$ cat config.mk
export PLATFORM = sky130hd
export DESIGN_NAME = mbpm_slave
export DESIGN_NICKNAME = d
export VERILOG_FILES = /design/src/common/mbpm_pkg.sv /design/src/hdl/mbpm_slave.sv
export SDC_FILE = /design/constraint.sdc
export NUM_CORES = 1
export LEC_CHECK = 0
export BUFFER_PORTS_ARGS = -buffer_cell sky130_fd_sc_hd__buf_2
export CORE_MARGIN = 5
export CORE_UTILIZATION = 35
export CTS_BUF_LIST = sky130_fd_sc_hd__clkbuf_2 sky130_fd_sc_hd__clkbuf_4 sky130_fd_sc_hd__clkbuf_8
export DETAILED_ROUTE_END_ITERATION = 7
export PLACE_DENSITY = 0.63
export SETUP_SLACK_MARGIN = 0.5
export SLEW_MARGIN = 20
export SYNTH_ARGS = -nofsm -noshare
export SYNTH_HDL_FRONTEND = slang
export SYNTH_SLANG_ARGS = --single-unit
$ cat constraint.sdc
create_clock -name i_clk_sys -period 28.9 [get_ports i_clk_sys]
set_clock_uncertainty 0.05 [all_clocks]
set_input_delay 5.78 -clock i_clk_sys [delete_from_list [all_inputs] [get_ports i_clk_sys]]
set_output_delay 5.78 -clock i_clk_sys [all_outputs]
set_load 0.02 [all_outputs]
$ cat src/common/mbpm_pkg.sv
// constants and types for the modbus parameter and status map
package mbpm_pkg;

    // ====================================================================
    // holding register offsets
    localparam logic [15:0] REG_PV_OFFSET   = 16'h0038;
    localparam logic [15:0] REG_RANGE_LOW   = 16'h0039;
    localparam logic [15:0] REG_RANGE_HIGH  = 16'h003a;
    localparam logic [15:0] REG_NODE        = 16'h0043;
    localparam logic [15:0] REG_RATE        = 16'h0044;
    localparam logic [15:0] REG_PARITY      = 16'h0045;
    localparam logic [15:0] REG_CAL_START   = 16'h0050;
    localparam logic [15:0] REG_CAL_END     = 16'h0051;
    localparam logic [15:0] REG_RESTORE     = 16'h0052;
    localparam logic [15:0] REG_PROT        = 16'h0054;
    localparam logic [15:0] REG_STATUS1     = 16'h0064;
    localparam logic [15:0] REG_STATUS2     = 16'h0065;
    localparam logic [15:0] REG_STATUS3     = 16'h0066;

    // ====================================================================
    // function and exception codes
    localparam logic [7:0]  FC_READ_COILS   = 8'h01;
    localparam logic [7:0]  FC_READ_HOLD    = 8'h03;
    localparam logic [7:0]  FC_WRITE_COIL   = 8'h05;
    localparam logic [7:0]  FC_WRITE_REG    = 8'h06;
    localparam logic [7:0]  EXC_FLAG        = 8'h80;
    localparam logic [7:0]  EXC_NONE        = 8'h00;
    localparam logic [7:0]  EXC_FUNC        = 8'h01;
    localparam logic [7:0]  EXC_REG         = 8'h02;
    localparam logic [7:0]  EXC_QTY         = 8'h03;
    localparam logic [7:0]  NODE_BCAST      = 8'h00;

    // ====================================================================
    // limits, coil values, crc, frame size
    localparam logic [15:0] NODE_MIN        = 16'h0001;
    localparam logic [15:0] NODE_MAX        = 16'h00f7;
    localparam logic [15:0] RATE_MAX        = 16'h0007;
    localparam logic [15:0] PARITY_MAX      = 16'h0002;
    localparam logic [15:0] RESTORE_MAX     = 16'h0001;
    localparam logic [15:0] PROT_MIN        = 16'h0001;
    localparam logic [15:0] PROT_MAX        = 16'h0003;
    localparam logic [15:0] COIL_ON         = 16'hff00;
    localparam logic [15:0] COIL_OFF        = 16'h0000;
    localparam logic [15:0] NUM_COILS       = 16'h0002;
    localparam logic [15:0] CRC_INIT        = 16'hffff;
    localparam logic [15:0] CRC_POLY        = 16'ha001;
    localparam logic [3:0]  FRAME_LEN       = 4'h8;

    // ====================================================================
    // reset values
    localparam logic [15:0] RST_NODE        = 16'h0001;
    localparam logic [15:0] RST_RATE        = 16'h0003;
    localparam logic [15:0] RST_PROT        = 16'h0001;
    localparam logic [15:0] RST_ZERO        = 16'h0000;

    typedef enum logic {MBPM_IDLE, MBPM_SEND} mbpm_state_t;

endpackage : mbpm_pkg

$ cat src/hdl/mbpm_slave.sv
// modbus rtu slave frame engine with parameter and status map
//
// Behaviour
// - node address register holds 1 through 247
// - bit rate code 0..7 selects 1200 up to 115200 baud
// - parity code 0 none, 1 even, 2 odd
// - signed pv offset kept between lower and upper range limits
// - two registers hold display range low and high limits
// - writes capture applied input as calibration start or end point
// - writing 1 to restore register reinstates factory calibration
// - protection level accepts only levels one to three
// - status word one: alarms in bits 0,1, hardware values in 8,9
// - status word two: initial blocks in bits 5,6, unit in bit 9
// - status word three bits 0..2: very low, negative, very high
// - status word three bits 3..6: further conversion faults
// - coil 0 is output one, coil 1 is output two
// - coil writes change an output only when it has no alarm
// - frame with bad crc is dropped without reply
// - exception reply carries function code plus 80 hex
// - exception codes 01 function, 02 register, 03 quantity
// - out of range write stores and echoes the nearest limit
// - broadcast reads are ignored; broadcast only for writes
// - valid requests perform the requested reads and writes
// - temperature unit 0 celsius, 1 fahrenheit in status bit
`timescale 1ns/1ns
`default_nettype none
module mbpm_slave
    import mbpm_pkg::*;
#(
    parameter int QMAX = 8
)(
    input  wire logic        i_clk_sys,
    input  wire logic        i_rst,
    input  wire logic        i_rx_valid,
    input  wire logic [7:0]  i_rx_data,
    input  wire logic        i_rx_end,
    input  wire logic        i_tx_ready,
    input  wire logic [15:0] i_range_lower_limit,
    input  wire logic [15:0] i_range_upper_limit,
    input  wire logic [1:0]  i_alarm_active,
    input  wire logic [1:0]  i_hw_detect,
    input  wire logic [1:0]  i_alarm_init_block,
    input  wire logic        i_temp_unit,
    input  wire logic [6:0]  i_conv_fault,
    input  wire logic [1:0]  i_output_alarm_assigned,
    output logic      [7:0]  o_tx_data,
    output logic             o_tx_valid,
    output logic             o_tx_last,
    output logic      [7:0]  o_node_address,
    output logic      [2:0]  o_bit_rate_select,
    output logic      [1:0]  o_parity_select,
    output logic      [15:0] o_pv_offset,
    output logic      [15:0] o_display_range_low,
    output logic      [15:0] o_display_range_high,
    output logic      [1:0]  o_protection_level,
    output logic             o_cal_start_pulse,
    output logic             o_cal_end_pulse,
    output logic             o_factory_restore_pulse,
    output logic      [1:0]  o_output
);

    // ====================================================================
    // state
    typedef struct packed {
        mbpm_state_t st;
        logic [47:0] rx_buf;
        logic [3:0]  rx_cnt;
        logic [15:0] rx_crc;
        logic [15:0] tx_crc;
        logic [7:0]  resp_fc;
        logic [7:0]  resp_code;
        logic [15:0] resp_addr;
        logic [15:0] resp_qty;
        logic [7:0]  idx;
        logic [7:0]  len;
        logic [7:0]  tx_data;
        logic        tx_valid;
        logic        tx_last;
        logic [15:0] pv_offset;
        logic [15:0] range_low;
        logic [15:0] range_high;
        logic [15:0] node_address;
        logic [15:0] bit_rate_select;
        logic [15:0] parity_select;
        logic [15:0] cal_start;
        logic [15:0] cal_end;
        logic [15:0] restore;
        logic [15:0] protection_level;
        logic [7:0]  act_node;
        logic [2:0]  act_rate;
        logic [1:0]  act_par;
        logic [1:0]  coil;
        logic        cal_start_pulse;
        logic        cal_end_pulse;
        logic        restore_pulse;
    } mbpm_regs_t;

    mbpm_regs_t r;
    mbpm_regs_t next_r;

    // ====================================================================
    // request fields and decode
    logic [7:0]  rq_node;
    logic [7:0]  rq_fc;
    logic [15:0] rq_addr;
    logic [15:0] rq_val;
    logic        frame_ok;
    logic        dec;
    logic        accept;
    logic        reply;
    logic        is_read;
    logic [7:0]  exc;

    assign rq_node  = r.rx_buf[7:0];
    assign rq_fc    = r.rx_buf[15:8];
    assign rq_addr  = {r.rx_buf[23:16], r.rx_buf[31:24]};
    assign rq_val   = {r.rx_buf[39:32], r.rx_buf[47:40]};
    // crc over the whole frame, its own crc included, leaves zero
    assign frame_ok = (r.rx_crc == 16'h0000) && (r.rx_cnt == FRAME_LEN);
    assign dec      = (r.st == MBPM_IDLE) && i_rx_end;
    assign accept   = dec && frame_ok
                    && (rq_node == r.act_node || rq_node == NODE_BCAST);
    assign is_read  = (rq_fc == FC_READ_COILS) || (rq_fc == FC_READ_HOLD);
    // broadcasts never get a reply, not even an exception
    assign reply    = accept && (rq_node != NODE_BCAST);

    // crc-16 with reflected polynomial, one byte at a time
    function automatic logic [15:0] crc_upd(input logic [15:0] c,
                                            input logic [7:0]  b);
        logic [15:0] x;
        x = c ^ {8'h00, b};
        for (int k = 0; k < 8; k++)
        begin
            x = x[0] ? ((x >> 1) ^ CRC_POLY) : (x >> 1);
        end
        return x;
    endfunction : crc_upd

    function automatic logic writable(input logic [15:0] a);
        return a == REG_PV_OFFSET || a == REG_RANGE_LOW
            || a == REG_RANGE_HIGH || a == REG_NODE || a == REG_RATE
            || a == REG_PARITY || a == REG_CAL_START
            || a == REG_CAL_END || a == REG_RESTORE || a == REG_PROT;
    endfunction : writable

    // reserved gaps fall through and count as bad register numbers
    function automatic logic readable(input logic [15:0] a);
        return writable(a) || a == REG_STATUS1 || a == REG_STATUS2
            || a == REG_STATUS3;
    endfunction : readable

    // read value of one register; reserved status bits stay zero
    function automatic logic [15:0] reg_read(input logic [15:0] a);
        logic [15:0] v;
        v = 16'h0000;
        unique case (a)
            REG_PV_OFFSET:  v = r.pv_offset;
            REG_RANGE_LOW:  v = r.range_low;
            REG_RANGE_HIGH: v = r.range_high;
            REG_NODE:       v = r.node_address;
            REG_RATE:       v = r.bit_rate_select;
            REG_PARITY:     v = r.parity_select;
            REG_CAL_START:  v = r.cal_start;
            REG_CAL_END:    v = r.cal_end;
            REG_RESTORE:    v = r.restore;
            REG_PROT:       v = r.protection_level;
            REG_STATUS1:    v = {6'h00, i_hw_detect,
                                 6'h00, i_alarm_active};
            REG_STATUS2:    v = {6'h00, i_temp_unit, 2'h0,
                                 i_alarm_init_block, 5'h00};
            REG_STATUS3:    v = {9'h000, i_conv_fault};
            default:        v = 16'h0000;
        endcase
        return v;
    endfunction : reg_read

    // nearest limit for an out of range value
    function automatic logic [15:0] clamp(input logic [15:0] a,
                                          input logic [15:0] v);
        logic [15:0] c;
        c = v;
        unique case (a)
            REG_PV_OFFSET:
            begin
                if ($signed(v) < $signed(i_range_lower_limit))
                    c = i_range_lower_limit;
                else if ($signed(v) > $signed(i_range_upper_limit))
                    c = i_range_upper_limit;
            end
            REG_NODE:
                c = (v < NODE_MIN) ? NODE_MIN
                  : (v > NODE_MAX) ? NODE_MAX : v;
            REG_RATE:    c = (v > RATE_MAX) ? RATE_MAX : v;
            REG_PARITY:  c = (v > PARITY_MAX) ? PARITY_MAX : v;
            REG_RESTORE: c = (v > RESTORE_MAX) ? RESTORE_MAX : v;
            REG_PROT:
                c = (v < PROT_MIN) ? PROT_MIN
                  : (v > PROT_MAX) ? PROT_MAX : v;
            default:     c = v;
        endcase
        return c;
    endfunction : clamp

    // ====================================================================
    // request checks, first failing check picks the code
    always_comb
    begin
        exc = EXC_NONE;
        unique case (rq_fc)
            FC_READ_HOLD:
            begin
                if (rq_val == 16'h0000 || rq_val > 16'(QMAX))
                    exc = EXC_QTY;
                else
                begin
                    for (int k = 0; k < QMAX; k++)
                    begin
                        if (16'(k) < rq_val
                            && !readable(rq_addr + 16'(k)))
                            exc = EXC_REG;
                    end
                end
            end
            FC_READ_COILS:
            begin
                if (rq_addr >= NUM_COILS)
                    exc = EXC_REG;
                else if (rq_val == 16'h0000
                         || rq_addr + rq_val > NUM_COILS)
                    exc = EXC_QTY;
            end
            FC_WRITE_COIL:
            begin
                if (rq_addr >= NUM_COILS)
                    exc = EXC_REG;
                else if (rq_val != COIL_ON && rq_val != COIL_OFF)
                    exc = EXC_QTY;
            end
            FC_WRITE_REG:
                exc = writable(rq_addr) ? EXC_NONE : EXC_REG;
            default:
                exc = EXC_FUNC;
        endcase
    end

    // reply byte at position i, crc bytes excluded
    function automatic logic [7:0] resp_byte(input logic [7:0] i);
        logic [7:0]  k;
        logic [15:0] w;
        logic [7:0]  b;
        k = i - 8'h03;
        w = reg_read(r.resp_addr + {9'h000, k[7:1]});
        b = 8'h00;
        if (i == 8'h00)
            b = r.act_node;
        else if (i == 8'h01)
            b = (r.resp_code != EXC_NONE)
              ? (r.resp_fc | EXC_FLAG) : r.resp_fc;
        else if (r.resp_code != EXC_NONE)
            b = r.resp_code;
        else if (r.resp_fc == FC_READ_HOLD)
            b = (i == 8'h02) ? {r.resp_qty[6:0], 1'b0}
              : (k[0] ? w[7:0] : w[15:8]);
        else if (r.resp_fc == FC_READ_COILS)
            b = (i == 8'h02) ? 8'h01
              : ({6'h00, r.coil} >> r.resp_addr[0])
                & (r.resp_qty[1] ? 8'h03 : 8'h01);
        else
            b = (i == 8'h02) ? r.resp_addr[15:8]
              : (i == 8'h03) ? r.resp_addr[7:0]
              : (i == 8'h04) ? r.resp_qty[15:8] : r.resp_qty[7:0];
        return b;
    endfunction : resp_byte

    // ====================================================================
    // next state
    always_comb
    begin
        logic [15:0] wv;
        logic        apply;
        wv    = clamp(rq_addr, rq_val);
        apply = 1'b0;
        next_r = r;
        next_r.cal_start_pulse = 1'b0;
        next_r.cal_end_pulse   = 1'b0;
        next_r.restore_pulse   = 1'b0;

        // receive: bytes are ignored while a reply is going out
        if (r.st == MBPM_IDLE && i_rx_valid)
        begin
            if (r.rx_cnt < 4'h6)
                next_r.rx_buf[8*r.rx_cnt +: 8] = i_rx_data;
            if (r.rx_cnt != 4'hf)
                next_r.rx_cnt = r.rx_cnt + 4'h1;
            next_r.rx_crc = crc_upd(r.rx_crc, i_rx_data);
        end

        // frame end: bad crc or foreign address just resets reception
        if (dec)
        begin
            next_r.rx_cnt = 4'h0;
            next_r.rx_crc = CRC_INIT;
        end

        // execute writes of an accepted, error free request
        if (accept && exc == EXC_NONE && rq_fc == FC_WRITE_REG)
        begin
            unique case (rq_addr)
                REG_PV_OFFSET:  next_r.pv_offset = wv;
                REG_RANGE_LOW:  next_r.range_low = wv;
                REG_RANGE_HIGH: next_r.range_high = wv;
                REG_NODE:       next_r.node_address = wv;
                REG_RATE:       next_r.bit_rate_select = wv;
                REG_PARITY:     next_r.parity_select = wv;
                REG_CAL_START:
                begin
                    next_r.cal_start = wv;
                    next_r.cal_start_pulse = 1'b1;
                end
                REG_CAL_END:
                begin
                    next_r.cal_end = wv;
                    next_r.cal_end_pulse = 1'b1;
                end
                REG_RESTORE:
                begin
                    next_r.restore = wv;
                    next_r.restore_pulse = wv[0];
                end
                REG_PROT:       next_r.protection_level = wv;
                default:        next_r.pv_offset = r.pv_offset;
            endcase
        end
        if (accept && exc == EXC_NONE && rq_fc == FC_WRITE_COIL
            && !i_output_alarm_assigned[rq_addr[0]])
            next_r.coil[rq_addr[0]] = (rq_val == COIL_ON);

        // start a reply; a broadcast write applies settings at once
        if (reply)
        begin
            next_r.st        = MBPM_SEND;
            next_r.idx       = 8'h00;
            next_r.tx_crc    = CRC_INIT;
            next_r.resp_fc   = rq_fc;
            next_r.resp_code = exc;
            next_r.resp_addr = rq_addr;
            next_r.resp_qty  = (rq_fc == FC_WRITE_REG) ? wv : rq_val;
            next_r.len       = (exc != EXC_NONE) ? 8'h03
                             : (rq_fc == FC_READ_HOLD)
                               ? 8'h03 + {rq_val[6:0], 1'b0}
                             : (rq_fc == FC_READ_COILS) ? 8'h04 : 8'h06;
        end
        else if (accept && !is_read)
            apply = 1'b1;

        // transmit: a byte leaves on valid and ready
        if (r.tx_valid && i_tx_ready)
        begin
            next_r.tx_valid = 1'b0;
            if (r.tx_last)
            begin
                next_r.tx_last = 1'b0;
                next_r.st      = MBPM_IDLE;
                apply          = 1'b1;
            end
        end
        if (r.st == MBPM_SEND && next_r.st == MBPM_SEND
            && !next_r.tx_valid)
        begin
            next_r.tx_valid = 1'b1;
            next_r.idx      = r.idx + 8'h01;
            if (r.idx < r.len)
            begin
                next_r.tx_data = resp_byte(r.idx);
                next_r.tx_crc  = crc_upd(r.tx_crc, next_r.tx_data);
            end
            else if (r.idx == r.len)
                next_r.tx_data = r.tx_crc[7:0];
            else
            begin
                next_r.tx_data = r.tx_crc[15:8];
                next_r.tx_last = 1'b1;
            end
        end

        // new link settings take effect only here
        if (apply)
        begin
            next_r.act_node = next_r.node_address[7:0];
            next_r.act_rate = next_r.bit_rate_select[2:0];
            next_r.act_par  = next_r.parity_select[1:0];
        end
    end

    // ====================================================================
    // state register
    always_ff @(posedge i_clk_sys or posedge i_rst)
    begin
        if (i_rst)
        begin
            r <= '0;
            r.st               <= MBPM_IDLE;
            r.rx_crc           <= CRC_INIT;
            r.tx_crc           <= CRC_INIT;
            r.node_address     <= RST_NODE;
            r.bit_rate_select  <= RST_RATE;
            r.parity_select    <= RST_ZERO;
            r.protection_level <= RST_PROT;
            r.act_node         <= RST_NODE[7:0];
            r.act_rate         <= RST_RATE[2:0];
            r.act_par          <= RST_ZERO[1:0];
        end
        else
            r <= next_r;
    end

    // outputs straight from the state flops
    assign o_tx_data               = r.tx_data;
    assign o_tx_valid              = r.tx_valid;
    assign o_tx_last               = r.tx_last;
    assign o_node_address          = r.act_node;
    assign o_bit_rate_select       = r.act_rate;
    assign o_parity_select         = r.act_par;
    assign o_pv_offset             = r.pv_offset;
    assign o_display_range_low     = r.range_low;
    assign o_display_range_high    = r.range_high;
    assign o_protection_level      = r.protection_level[1:0];
    assign o_cal_start_pulse       = r.cal_start_pulse;
    assign o_cal_end_pulse         = r.cal_end_pulse;
    assign o_factory_restore_pulse = r.restore_pulse;
    assign o_output                = r.coil;
endmodule : mbpm_slave
`default_nettype wire

-- After elaboration in Yosys (flattened, before gate mapping)
Index checks and enable logic that the tools add are counted.
- flip-flop bits (word level): 337
- output and inout port bits: 78
- logic and storage cells: 485
- $add $sub $neg: 14
- magnitude comparators: 23
- eq/ne operators: 133
- shift operators: 3
- muxes and demuxes: 99
- bitwise operators: 20
- reductions and logical operators: 159
- operator list (cell ; number):
    16-bit by 7-bit == test with 1-bit output (second input constant) ; 90
    16-bit 2-to-1 mux ; 34
    16-bit by 6-bit == test with 1-bit output (second input constant) ; 27
    16-bit case mux with 13 select lines ; 1
    8-bit 2-to-1 mux ; 21
    104-bit 2-to-1 mux ; 1
    1-bit logical OR ; 100
    16-bit case mux with 6 select lines ; 1
    80-bit 2-to-1 mux ; 1
    16-bit by 3-bit adder with 16-bit output (second input constant) ; 4
    3-bit by 16-bit less-than comparator with 1-bit output (first input constant) ; 4
    48-bit bitwise mux ; 1
    16-bit by 2-bit greater-than comparator with 1-bit output (second input constant) ; 3
    2-bit inverter with 3-bit output ; 16
    8-bit by 34-bit variable shift with 48-bit output (first input constant) ; 1
    8-bit by 34-bit indexed part select with 48-bit output ; 1
    20-bit 2-to-1 mux ; 2
    2-bit 2-to-1 mux ; 17
    7-bit negator with 34-bit output ; 1
    16-bit by 2-bit adder with 16-bit output (second input constant) ; 2
    8-bit by 2-bit == test with 1-bit output (second input constant) ; 4
    16-bit zero test ; 2
    1-bit by 16-bit less-than comparator with 1-bit output (first input constant) ; 2
    2-bit by 16-bit less-than comparator with 1-bit output (first input constant) ; 2
    43 further kinds ; 113

-- Logic depth before layout (Yosys ltp)
- word-level depth: 31
- depth in mapped cells: 24
- gate-level depth less buffers: 19

-- Worst setup path after synthesis
OpenSTA, ideal clock, no wires.
- kind: input port to flip-flop
- start: input i_range_lower_limit[1]
- end: register r (netlist bit o_display_range_high[10])
- arrival: 8.949 ns
- required time: 28.712 ns
- path slack: 19.763 ns
- stages: 17
- buffers on the path: 2
- cells stage by stage: inv_1 > ha_1 > a21o_1 > a21o_1 > a21o_1 > a21o_1 > a21o_1 > a21o_1 > a21o_1 > a21o_1 > a21oi_1 > o21a_1 > clkbuf_1 > buf_2 > mux2i_1 > a21boi_0 > o21ai_0
- longest elaborated chain between the ends: 3
- ends and longest elaborated chain (what ; RTL line ; text):
    start: declaration ; mbpm_slave.sv:38 ; input wire logic [15:0] i_range_lower_limit,
    16-bit less-than comparator ; mbpm_slave.sv:185 ; if ($signed(v) < $signed(i_range_lower_limit))
    16-bit 2-to-1 mux ; mbpm_slave.sv:185 ;
    16-bit case mux with 6 select lines ; mbpm_slave.sv:182 ; unique case (a)
    end signal: assignment ; mbpm_slave.sv:414 ; r <= next_r;
    end: declaration ; mbpm_slave.sv:98 ; mbpm_regs_t r;
Every way passes these cells.
A chain may end at the register's enable or synchronous reset.

-- Worst setup path after layout
- start: input i_range_lower_limit[1]
- end: register r (netlist bit o_display_range_high[11])
Same word-level chain as after synthesis.

==> flow_metrics.env <==
export IMPL_maxSlewHeadroom_pct=23.2
export IMPL_synth_area_mm2=0.0222
export IMPL_ys_async_sr_fraction_pct=100
export IMPL_cts_max_path_buffers=3
export IMPL_start_kind="primary input"
export IMPL_netlist_instances=2648
export IMPL_core_area_mm2=0.0630
export IMPL_grt_use_total_pct=22.1
export IMPL_finalHoldViolations=0
export IMPL_clk_latency_ns=0.66
export IMPL_final_setup_tns_ns=0
export IMPL_route_detailed_wl_per_inst_um=22.0
export IMPL_arrival_ns=9.79
export IMPL_die_area_mm2=0.0685
export IMPL_synth_edff_count=0
export IMPL_rrSetupSlack_ns=21.63
export IMPL_layout_nets=2791
export IMPL_fin_crit_sh_pct=32.4
export IMPL_synth_top_area_share_pct=32.9
export IMPL_antenna_left=0
export IMPL_cts_resized=0
export IMPL_grt_overflow=0
export IMPL_drv_cap=0
export IMPL_grt_max_degree=131
export IMPL_layout_min_cycle_time_ns=9.36
export IMPL_run_status="finished clean"
export IMPL_yosysTopAreaCell="dfrtp_1"
export IMPL_syn_area_per_cell_um2=8.38
export IMPL_ys_ff_latch=331
export IMPL_rsz0062_at_grt="no"
export IMPL_grt_pass1_wl_um=118000
export IMPL_dieWidth_um=262
export IMPL_multiInputGateArea_mm2=0.0124
export IMPL_worstPathMaxFanout=15
export IMPL_root_buffer="clkbuf_8"
export IMPL_synth_warnings=0
export IMPL_cts_tree="done"
export IMPL_pin_count=139
export IMPL_worst_slew_pin_slew_ns=1.14
export IMPL_cts_hold_buffers_added=0
export IMPL_finalSetupViolCount=0
export IMPL_grt_pass1_vias=19104
export IMPL_crit_buf_inv=2
export IMPL_cp_required_ns=29.33
export IMPL_cp_top_family="compound AO/OA/AOI/OAI gates"
export IMPL_hold_class="register to register"
export IMPL_cts_clk_slew_worst_paths_ns=0.06
export IMPL_synth_area_leaders="dfrtp_1, nand2_1, o21ai_0"
export IMPL_maxSlewViolCount=0
export IMPL_crit_top_cell="a21o_1"
export IMPL_cpPeakStageDelay_ns=0.68
export IMPL_p_leak_nw=10.9
export IMPL_path_class="primary input to register"
export IMPL_drive_gt1_share_pct=15.1
export IMPL_path_cells="buf_2, inv_1, ha_1, a21o_1, a21o_1, a21o_1, a21o_1, a21o_1, a21o_1, a21o_1, a21o_1, a21oi_1, o21a_1, mux2i_1, a21boi_0, o21ai_0"
export IMPL_first_pass_iters=6
export IMPL_seqCellArea_mm2=0.00833
export IMPL_routed_wl_um=77900
export IMPL_p_per_area_mw_per_mm2=62.1
export IMPL_initial_core_util_pct=35.2
export IMPL_numCtsBuffers=58
export IMPL_fillCellCount=6472
export IMPL_yosysUniqueCellTypes=97
export IMPL_rows=92
export IMPL_cpMaxStageDelayCell="o21a_1"
export IMPL_post_cts_buffers=0
export IMPL_drt_iter0_drc=2349
export IMPL_cts_sinks=331
export IMPL_hpwl_um=57400
export IMPL_yosys_most_used_dff="dfrtp_1"
export IMPL_synthToLayoutAreaGrowth_pct=10.3
export IMPL_peakVddDrop_mv=0.0479
export IMPL_finish_utilization_pct=38.9
export IMPL_antenna_found_initial=3
export IMPL_vias=20389
export IMPL_max_freq_ghz=0.107
export IMPL_gp_congestion=0.967
export IMPL_drcViolationCount=0
export IMPL_yosysSeqAreaShare_pct=37.5
export IMPL_cp_end_kind="register"
export IMPL_synth_nets=2790
export IMPL_drt_vias_per_instance=5.75
export IMPL_die_y_um=262
export IMPL_portBuffers=138
export IMPL_htree_levels=2
[final timing paths]
check | to | depth (start not counted) | start
setup / recovery | o_display_range_high[11] | 16 | i_range_lower_limit[1]
max in group asynchronous | o_tx_data[3] | 4 | i_rst
hold / removal | o_tx_data[5] | 2 | o_tx_data[5]
setup reg to reg | r[267] | 17 | r[196]
hold reg to reg | o_tx_data[5] | 2 | o_tx_data[5]
min in group asynchronous | o_cal_start_pulse | 2 | i_rst
[registers in the layout (all words and copies together), names as in the netlist, 2 cells and up]
register              cells
r                       253
o_display_range_high     16
o_display_range_low      16
o_pv_offset              16
o_node_address            8
o_tx_data                 8
o_bit_rate_select         3
o_output                  2
o_parity_select           2
o_protection_level        2
[kinds of logic after synthesis]
logic type	count (synthesis)	share of synthesized area [%]
compound gates	738	21.3
xor+xnor	110	4.61
fa+ha+maj	82	4.68
buf+inv	322	6.90
flops	331	37.5
mux	76	3.83
simple gates	989	21.2
[power by group]
part           switching (mW)  leakage (nW)  internal [mW]
sequential             0.0310          4.40          0.504
combinational           0.293          5.72          0.193
clock                   0.205         0.731          0.294
total                   0.529          10.9          0.991
[layout by cell type (no fill, tap or decap), drive strengths merged, types with 10 or more instances in the layout]
master / n
nand3: 68
o31ai: 19
a32oi: 10
clkbuf: 97
and2: 67
nor2: 184
a22o: 14
buf: 178
a21o: 27
o21ai: 265
xor2: 32
or3: 11
mux2: 32
nand4: 34
inv: 85
o22ai: 17
xnor2: 76
a21oi: 141
nor4: 32
o21bai: 10
dfrtp: 292
mux2i: 40
a31oi: 21
nor2b: 28
nor3: 70
and3: 25
a22oi: 32
a21boi: 11
nand2: 406
ha: 79
dfstp: 39
a211oi: 25
nand2b: 18
o211ai: 36
a221oi: 22
[stage by stage]
| step | instance area (µm²) | instances | hold WS, ns | power, mW | setup slack (ns) |
|---|---|---|---|---|---|
| final | 24500 | 3548 | 0.423 | 1.52 | 19.54 |
| after global routing | 24500 | 3546 | 0.444 | 1.60 | 19.30 |
| after CTS | 24500 | 3545 | 0.429 | 1.53 | 19.61 |
| after detailed placement | 23100 | 3435 | 0.415 | 1.02 | 18.95 |
| after global placement | 23100 | 3435 | 0.406 | 1.02 | 18.98 |
| after floorplan | 22200 | 2648 | 0.388 | 0.908 | 13.97 |
[Yosys cell counts (8+ instances only)]
| cell type | n |
|---|---|
| ha_1 | 79 |
| o211ai_1 | 36 |
| o22ai_1 | 17 |
| o32ai_1 | 8 |
| nand2_1 | 406 |
| a41oi_1 | 8 |
| clkbuf_1 | 135 |
| xor2_1 | 31 |
| nor2b_1 | 28 |
| a22oi_1 | 32 |
| dfstp_2 | 39 |
| nor3b_1 | 9 |
| a211oi_1 | 24 |
| a22o_1 | 14 |
| and3_1 | 24 |
| nand2b_1 | 18 |
| a32oi_1 | 10 |
| buf_4 | 80 |
| a21boi_0 | 11 |
| buf_1 | 15 |
| nand3_1 | 68 |
| inv_1 | 83 |
| xnor2_1 | 73 |
| a21oi_1 | 139 |
| nor4_1 | 27 |
| o2111ai_1 | 8 |
| dfrtp_1 | 292 |
| o31ai_1 | 18 |
| o21bai_1 | 10 |
| mux2_2 | 32 |
| a21o_1 | 27 |
| a31oi_1 | 20 |
| nor3_1 | 69 |
| a221oi_1 | 22 |
| o21ai_0 | 261 |
| nor2_1 | 182 |
| and2_1 | 66 |
| or3_1 | 11 |
| nand4_1 | 34 |
| mux2i_1 | 40 |
[worst register-to-register path, cell delays in order, from the launching register on]
cell,delay (ns)
dfrtp_1,0.90
inv_1,0.48
ha_1,0.49
ha_1,0.26
fa_1,0.46
nand3_1,0.27
nand3_1,0.15
mux4_2,0.62
nor4_4,0.77
and2_1,0.47
a221oi_1,0.22
a31oi_1,0.39
o311ai_1,0.26
xor2_1,0.24
xnor2_1,0.40
xnor2_2,0.19
xor3_1,0.44
a21oi_1,0.16
[per-layer routing]
| layer | part of all wire [%] | track usage, % | up-vias |
|---|---|---|---|
| met4 | 5.1 | 9.82 | 0 |
| met5 | 0 | 0 | - |
| li1 | - | - | 9400 |
| met1 | 42 | 29.4 | 9878 |
| met3 | 7.8 | 4.08 | 219 |
| met2 | 45 | 35.2 | 892 |
[cell type report]
type	instances	share of cell area, %
inverters	85	1.33
well taps	846	4.32
repair buffers	178	4.06
clock inverters	13	0.624
flip-flops and latches	331	34.0
clock buffers	97	4.99
multi-input cells	1995	50.6
diodes	3	0.0307
(Power assumes the default switching activity.)
